`src/wmx_pkg.sv`:
```
package wmx_pkg;
  // ----------------------------------------
  // Operation select codes
  // ----------------------------------------
  typedef enum logic [2:0] {
    WMX_OP_MIN_TO_MEM,
    WMX_OP_MUL_U,
    WMX_OP_MUL_S,
    WMX_OP_XOR_A,
    WMX_OP_XOR_B,
    WMX_OP_TBL
  } wmx_op_e;

  // ----------------------------------------
  // Condition flag bit positions
  // ----------------------------------------
  localparam int FLAG_C = 0;
  localparam int FLAG_V = 1;
  localparam int FLAG_Z = 2;
  localparam int FLAG_N = 3;
  localparam int FLAG_I = 4;
  localparam int FLAG_H = 5;
  localparam int FLAG_X = 6;
  localparam int FLAG_S = 7;

  // ----------------------------------------
  // Widths and reset values
  // ----------------------------------------
  localparam int WORD_W = 16;
  localparam int BYTE_W = 8;
  localparam int PROD_W = 32;
  localparam int FRAC_W = 24;
  localparam int TBL_STEP = 2;
  localparam logic [7:0] FLAGS_RST = 8'hD0;
  localparam logic [15:0] WORD_RST = 16'h0000;
  localparam logic [7:0] BYTE_RST = 8'h00;

  // ----------------------------------------
  // Cycle counts (in core_clk cycles)
  // ----------------------------------------
  localparam logic [1:0] MUL_CYC = 2'h1;
  localparam logic [1:0] MULS_CYC_OLD = 2'h1;
  localparam logic [1:0] MULS_CYC_NEW = 2'h2;
endpackage

```
`src/wmx_subflags.sv`:
```
`timescale 1ns/1ns
// Sixteen-bit subtract with borrow-style flags
module wmx_subflags (
  // Operands
  input wire logic [wmx_pkg::WORD_W-1:0] minuend,
  input wire logic [wmx_pkg::WORD_W-1:0] subtrahend,
  // Results
  output logic [wmx_pkg::WORD_W-1:0] diff,
  output logic negFlag,
  output logic zeroFlag,
  output logic ovfFlag,
  output logic borrowFlag
);
  import wmx_pkg::*;

  logic d15;
  logic m15;
  logic r15;

  // Difference and its sign bits
  always_comb begin
    diff = minuend - subtrahend;
    d15 = minuend[WORD_W-1];
    m15 = subtrahend[WORD_W-1];
    r15 = diff[WORD_W-1];
  end

  // Flag equations
  always_comb begin
    negFlag = r15; // [RQ2]
    zeroFlag = (diff == WORD_RST); // [RQ2]
    ovfFlag = (d15 & ~m15 & ~r15) | (~d15 & m15 & r15); // [RQ3]
    borrowFlag = (~d15 & m15) | (m15 & r15) | (r15 & ~d15); // [RQ4]
  end
endmodule // wmx_subflags

```
`src/wmx_interp.sv`:
```
`timescale 1ns/1ns
// Table interpolation arithmetic
module wmx_interp (
  // Operands
  input wire logic [wmx_pkg::WORD_W-1:0] lowEntry,
  input wire logic [wmx_pkg::WORD_W-1:0] highEntry,
  input wire logic [wmx_pkg::BYTE_W-1:0] fraction,
  // Results
  output logic [wmx_pkg::WORD_W-1:0] result,
  output logic roundUp
);
  import wmx_pkg::*;

  logic signed [WORD_W:0] delta;
  logic signed [FRAC_W:0] scaled;
  logic signed [FRAC_W:0] sum;

  // Signed step times unsigned fraction, radix between bits 7 and 8
  always_comb begin
    delta = $signed({1'b0, highEntry}) - $signed({1'b0, lowEntry});
    scaled = (FRAC_W+1)'(delta) * (FRAC_W+1)'($signed({1'b0, fraction})); // [RQ15]
    sum = $signed({1'b0, lowEntry, 8'h00}) + scaled;
    result = sum[FRAC_W-1:BYTE_W]; // [RQ13]
    roundUp = sum[BYTE_W-1]; // [RQ17]
  end
endmodule // wmx_interp

```
`src/wmx_datapath.sv`:
```
`timescale 1ns/1ns
//
// Behaviour
// [RQ1] Store-minimum writes smaller of D and memory
// [RQ2] Store-minimum N, Z from D minus memory
// [RQ3] Store-minimum V is subtraction overflow
// [RQ4] Store-minimum C is subtraction borrow
// [RQ5] Unsigned multiply D by Y into Y:D
// [RQ6] Signed multiply D by Y into Y:D
// [RQ7] Multiply N bit 31, Z whole product, V kept
// [RQ8] Multiply C loaded with product bit 15
// [RQ9] Newer core signed multiply extra cycle before prefix
// [RQ10] First-accumulator XOR writes result into A
// [RQ11] Second-accumulator XOR writes result into B
// [RQ12] XOR N bit 7, Z zero, V cleared
// [RQ13] Interpolate Y1 plus B times difference into D
// [RQ14] Software loads fraction in B, points index
// [RQ15] Product formed as 24-bit with radix 7/8
// [RQ16] Interpolate first entry by plain indexed only
// [RQ17] Interpolate N, Z from result, C round-up
// [RQ18] Unlisted flags keep previous values
// [RQ19] XOR leaves carry unchanged
module wmx_datapath (
  // Clock and reset
  input wire logic core_clk,
  input wire logic rst,
  // Request from sequencer
  input wire logic opStart,
  input wire wmx_pkg::wmx_op_e opSel,
  input wire logic newerCore,
  input wire logic nextIsPrefixed,
  // Register file inputs
  input wire logic [wmx_pkg::WORD_W-1:0] accD,
  input wire logic [wmx_pkg::WORD_W-1:0] idxY,
  input wire logic [wmx_pkg::BYTE_W-1:0] flagsIn,
  // Memory operands
  input wire logic [wmx_pkg::WORD_W-1:0] memWord,
  input wire logic [wmx_pkg::WORD_W-1:0] memWordNext,
  input wire logic [wmx_pkg::BYTE_W-1:0] memByte,
  // Results
  output logic done,
  output logic busy,
  output logic [wmx_pkg::WORD_W-1:0] resD,
  output logic resDWe,
  output logic [wmx_pkg::WORD_W-1:0] resY,
  output logic resYWe,
  output logic [wmx_pkg::BYTE_W-1:0] resA,
  output logic resAWe,
  output logic [wmx_pkg::BYTE_W-1:0] resB,
  output logic resBWe,
  output logic [wmx_pkg::WORD_W-1:0] memWrData,
  output logic memWe,
  output logic [wmx_pkg::BYTE_W-1:0] flagsOut
);
  import wmx_pkg::*;

  // ----------------------------------------
  // State
  // ----------------------------------------
  typedef enum logic [1:0] {
    WMX_IDLE,
    WMX_WAIT
  } wmx_state_e;

  typedef struct packed {
    wmx_state_e state;
    logic [1:0] waitCnt;
    logic busy;
    logic done;
    logic [WORD_W-1:0] resD;
    logic resDWe;
    logic [WORD_W-1:0] resY;
    logic resYWe;
    logic [BYTE_W-1:0] resA;
    logic resAWe;
    logic [BYTE_W-1:0] resB;
    logic resBWe;
    logic [WORD_W-1:0] memWrData;
    logic memWe;
    logic [BYTE_W-1:0] flags;
  } wmx_state_s;

  wmx_state_s st_q;
  wmx_state_s st_d;

  // ----------------------------------------
  // Arithmetic units
  // ----------------------------------------
  logic subN;
  logic subZ;
  logic subV;
  logic subC;
  logic [WORD_W-1:0] tblRes;
  logic tblRound;
  logic [PROD_W-1:0] prodU;
  logic [PROD_W-1:0] prodS;
  logic [PROD_W-1:0] prod;
  logic [BYTE_W-1:0] xorRes;

  // Internal subtraction D minus memory word
  wmx_subflags u_sub (
    .minuend(accD),
    .subtrahend(memWord),
    .diff(),
    .negFlag(subN),
    .zeroFlag(subZ),
    .ovfFlag(subV),
    .borrowFlag(subC)
  );

  // Interpolation between two table entries
  wmx_interp u_interp (
    .lowEntry(memWord),
    .highEntry(memWordNext),
    .fraction(accD[BYTE_W-1:0]), // [RQ14]
    .result(tblRes),
    .roundUp(tblRound)
  );

  // Products and the XOR byte
  always_comb begin
    prodU = PROD_W'(accD) * PROD_W'(idxY); // [RQ5]
    prodS = PROD_W'($signed(accD)) * PROD_W'($signed(idxY)); // [RQ6]
    prod = (opSel == WMX_OP_MUL_S) ? prodS : prodU;
    xorRes = ((opSel == WMX_OP_XOR_A) ? accD[WORD_W-1:BYTE_W] : accD[BYTE_W-1:0])
      ^ memByte; // [RQ10] [RQ11]
  end

  // ----------------------------------------
  // Next state
  // ----------------------------------------
  always_comb begin
    st_d = st_q;
    st_d.done = 1'b0;
    st_d.resDWe = 1'b0;
    st_d.resYWe = 1'b0;
    st_d.resAWe = 1'b0;
    st_d.resBWe = 1'b0;
    st_d.memWe = 1'b0;
    unique case (st_q.state)
      WMX_IDLE: begin
        if (opStart) begin
          // Start from caller's flags so unlisted bits survive
          st_d.flags = flagsIn; // [RQ18]
          unique case (opSel)
            WMX_OP_MIN_TO_MEM: begin
              st_d.memWrData = subC ? accD : memWord; // [RQ1]
              st_d.memWe = 1'b1;
              st_d.flags[FLAG_N] = subN; // [RQ2]
              st_d.flags[FLAG_Z] = subZ; // [RQ2]
              st_d.flags[FLAG_V] = subV; // [RQ3]
              st_d.flags[FLAG_C] = subC; // [RQ4]
              st_d.done = 1'b1;
            end
            WMX_OP_MUL_U, WMX_OP_MUL_S: begin
              st_d.resY = prod[PROD_W-1:WORD_W]; // [RQ5] [RQ6]
              st_d.resD = prod[WORD_W-1:0];
              st_d.flags[FLAG_N] = prod[PROD_W-1]; // [RQ7]
              st_d.flags[FLAG_Z] = (prod == 32'h00000000); // [RQ7]
              st_d.flags[FLAG_C] = prod[WORD_W-1]; // [RQ8]
              // Extra free cycle for signed multiply only, on newer core before a prefixed opcode
              if (opSel == WMX_OP_MUL_S && newerCore && nextIsPrefixed) begin
                st_d.waitCnt = MULS_CYC_NEW; // [RQ9]
              end else begin
                st_d.waitCnt = MUL_CYC;
              end
              st_d.busy = 1'b1;
              st_d.state = WMX_WAIT;
            end
            WMX_OP_XOR_A: begin
              st_d.resA = xorRes; // [RQ10]
              st_d.resAWe = 1'b1;
              st_d.flags[FLAG_N] = xorRes[BYTE_W-1]; // [RQ12]
              st_d.flags[FLAG_Z] = (xorRes == BYTE_RST); // [RQ12]
              st_d.flags[FLAG_V] = 1'b0; // [RQ12]
              st_d.done = 1'b1; // [RQ19]
            end
            WMX_OP_XOR_B: begin
              st_d.resB = xorRes; // [RQ11]
              st_d.resBWe = 1'b1;
              st_d.flags[FLAG_N] = xorRes[BYTE_W-1]; // [RQ12]
              st_d.flags[FLAG_Z] = (xorRes == BYTE_RST); // [RQ12]
              st_d.flags[FLAG_V] = 1'b0; // [RQ12]
              st_d.done = 1'b1; // [RQ19]
            end
            WMX_OP_TBL: begin
              st_d.resD = tblRes; // [RQ13]
              st_d.resDWe = 1'b1;
              st_d.flags[FLAG_N] = tblRes[WORD_W-1]; // [RQ17]
              st_d.flags[FLAG_Z] = (tblRes == WORD_RST); // [RQ17]
              st_d.flags[FLAG_C] = tblRound; // [RQ17]
              st_d.done = 1'b1;
            end
            default: begin
              st_d.done = 1'b1;
            end
          endcase
        end
      end
      WMX_WAIT: begin
        // Multiply result released after its free cycles
        if (st_q.waitCnt == 2'h1) begin
          st_d.resDWe = 1'b1;
          st_d.resYWe = 1'b1;
          st_d.done = 1'b1;
          st_d.busy = 1'b0;
          st_d.state = WMX_IDLE;
        end
        st_d.waitCnt = st_q.waitCnt - 2'h1;
      end
      default: st_d.state = WMX_IDLE;
    endcase
  end

  // State register
  always_ff @(posedge core_clk) begin
    if (rst) begin
      st_q <= '{state: WMX_IDLE, waitCnt: 2'h0, busy: 1'b0, done: 1'b0, resD: WORD_RST,
        resDWe: 1'b0, resY: WORD_RST, resYWe: 1'b0, resA: BYTE_RST,
        resAWe: 1'b0, resB: BYTE_RST, resBWe: 1'b0, memWrData: WORD_RST,
        memWe: 1'b0, flags: FLAGS_RST};
    end else begin
      st_q <= st_d;
    end
  end

  // Outputs straight from flops
  always_comb begin
    done = st_q.done;
    busy = st_q.busy;
    resD = st_q.resD;
    resDWe = st_q.resDWe;
    resY = st_q.resY;
    resYWe = st_q.resYWe;
    resA = st_q.resA;
    resAWe = st_q.resAWe;
    resB = st_q.resB;
    resBWe = st_q.resBWe;
    memWrData = st_q.memWrData;
    memWe = st_q.memWe;
    flagsOut = st_q.flags;
  end
endmodule // wmx_datapath

```
`config.mk`:
```
export PLATFORM = sky130hd
export DESIGN_NAME = wmx_datapath
export DESIGN_NICKNAME = d
export VERILOG_FILES = /design/src/wmx_pkg.sv /design/src/wmx_subflags.sv /design/src/wmx_interp.sv /design/src/wmx_datapath.sv
export SDC_FILE = /design/constraint.sdc
export NUM_CORES = 2
export LEC_CHECK = 0
export BUFFER_PORTS_ARGS = -buffer_cell sky130_fd_sc_hd__buf_2
export CAP_MARGIN = 20
export CORE_ASPECT_RATIO = 1.25
export CORE_MARGIN = 4
export CORE_UTILIZATION = 64
export CTS_BUF_LIST = sky130_fd_sc_hd__clkbuf_4
export DETAILED_ROUTE_END_ITERATION = 8
export PLACE_DENSITY = 0.83
export SLEW_MARGIN = 0
export SYNTH_ARGS = -nofsm -noshare
export SYNTH_HDL_FRONTEND = slang
export SYNTH_HIERARCHICAL = 1
export SYNTH_SLANG_ARGS = --single-unit
export TNS_END_PERCENT = 100
```
`constraint.sdc`:
```
create_clock -name core_clk -period 13.95 [get_ports core_clk]
set_input_delay 2.79 -clock core_clk [delete_from_list [all_inputs] [get_ports core_clk]]
set_output_delay 2.79 -clock core_clk [all_outputs]
set_load 0.01 [all_outputs]
```
==> key figures <==
Detailed routing
  – Drt wl/cell: approximately 22 um
  – Via count: between 20000 and 25000
  – DRT iter0 DRCs: roughly 2000
  – WL final: between 80 and 90 mm
  – # DRC: 0
  – First drt pass iteration count: 7
  – Via density: approximately 6.2
  – Final ANT Viol Nets: 0

Placed design
  – GPL Wtd Cong: ~1.1
  – Hpwl dp: 64.0 mm
  – IO Port Bufs: around 170

Setup path
  – CP required: around 14 ns
  – Crit Path Max Fanout: 8
  – Max stage delay on crit path: 0.62 ns
  – Register-to-Register Path Depth: 4
  – Top cell by count, worst path: fa_1
  – Slowest CP cell: xnor2_1
  – CP arrival: 11.30 ns
  – Crit path launch type: input port
  – CP Capture Type: flop
  – Crit path kind: in -> reg

Global routing
  – Vias in the first global route: about 24000
  – Largest net degree at the start of global routing: 76
  – Total track usage: around 37%
  – First-pass GRT wire length: 129 mm
  – Total grt overflow: 0
  – Number of antenna violations at the first check in global routing: 5

Clock network
  – CTS sink cnt: 82
  – Buffer levels on the longest clock path: 2
  – Post-cts sizing count: 0
  – Clock transition at path regs: around 0.17 ns
  – Latest clock arrival within the worst-skew pair: between 0.5 and 0.6 ns
  – Count of hold-fix buffers inserted at cts: 0
  – CTS tree: yes
  – Number of setup buffers added after CTS: 0
  – Root Buffer: clkbuf_4
  – Max H-tree Level: 3
  – Total CTS buffers: 9

Synthesis
  – Avg Inst Size Synth: 8.46 um2
  – Synth Net Count: 3954
  – YS warnings: 6
  – Mapped Area: 0.0266 mm2
  – Cells after Synth: 3149

Finish
  – Area Growth Syn to Fin: 2.69%
  – Final Util: about two thirds
  – Share of post-route cells with drive strength above 1: between 8 and 9%
  – Fill count: 3373
  – Fin nets: ~3900

Timing
  – Final Hold Fails: 0
  – Final clock skew: approximately 0.020 ns
  – Least-Margin Pin Slew: 1.12 ns
  – Final setup fails: 0
  – Relative slew slack: about a quarter
  – Fmax achieved: slightly above 90 MHz
  – Fin crit share: between 70 and 80%
  – Crit path time final: around 11 ns
  – Setup_tns: 0 ns
  – RSZ-0062 raised after global routing: false
  – Slew Limit Fails: 0

Floorplan
  – Rows: 83
  – DIE AREA: 0.0450 mm2
  – Die X: 191 um
  – Die Ht: 236 um
  – Initial core utilization: ~65%
  – Io pins: roughly 170
  – Placeable Area: just over 0.04 mm2

Worst hold path
  – Hold WC Path Type: reg -> reg
  – Hold path cells: 2

Run status
  – Status: completed

Run
  – Max Cap Viol: 0
-- stage by stage --
step	worst slack (ns)	cell area, um2	cells	hold slack [ns]
after floorplan	3.52	26600	3149	0.432
after global placement	2.92	27200	3668	0.440
after detailed placement	2.71	27200	3668	0.454
after CTS	3.27	27400	3684	0.474
after global routing	2.68	27400	3687	0.489
final	3.11	27400	3689	0.472
-- routing by layer --
metal	wire length (um)	global-route usage (%)	vias up
met2	41000	64.0	1335
met3	6970	6.10	338
met1	27600	41.7	11335
met4	5860	23.1	2
li1	-	-	10016
met5	11	0	-
-- layout make-up --
cell class	count	area, um2	share of cell area (%)
Antenna cell	5	12.5	0.0457
Clock buffer	10	75.1	0.274
Clock inverter	6	48.8	0.178
Inverter	580	2180	7.96
Multi-Input combinational cell	2271	21800	79.5
Sequential cell	82	1640	6.00
Tap cell	552	691	2.52
Timing Repair Buffer	183	958	3.50
-- state kept, by name, indices dropped and copies added (netlist names) --
register and count:
resA 8, memWrData 16, resD 16, resB 8
resBWe 1, resYWe 1, busy 1, flagsOut 8
resDWe 1, resAWe 1, memWe 1, st_q 3
done 1, resY 16
-- worst max-delay path: cells and delay by family --
kind	cells	cell delay, ns
XOR/XNOR	1	0.62
AO/OA/AOI/OAI	9	2.04
buffers and inverters	4	0.30
adder cells (fa/ha/maj)	8	3.53
AND/OR/NAND/NOR	12	2.04
-- path summary, 6_finish.rpt --
check                                 from          end  slack [ns]
worst min-delay path               resA[1]      resA[1]        0.47
worst min register to register     resA[1]      resA[1]        0.47
worst max register to register    st_q[81]      resD[5]       11.54
worst max-delay path            memWord[0]  flagsOut[2]        3.11
-- layout by cell type (no fill, tap or decap), types with 7 or more instances in the layout --
cell type / count
a211oi_1: 47
o311a_1: 7
or3_1: 7
a311oi_1: 18
o211ai_1: 36
nand3b_1: 9
nor3_1: 55
and3_1: 13
a21o_1: 19
nor2b_1: 32
or4_1: 7
nand2_1: 359
a211o_1: 9
nor4_1: 24
o21ai_0: 63
nand2b_1: 23
inv_1: 577
ha_1: 231
a21oi_1: 111
buf_4: 17
mux2i_1: 42
dfxtp_1: 82
nand3_1: 61
and2_1: 140
buf_2: 166
o21a_1: 20
a21boi_0: 7
nor2_1: 168
o21ai_1: 10
a31oi_1: 13
or2_2: 11
clkbuf_4: 10
fa_1: 486
nand4_1: 21
xnor2_1: 58
xor2_1: 28
Power is left out: the tool's default activity adds up to more than one toggle a clock period on the data nets, which glitch-free logic cannot reach.
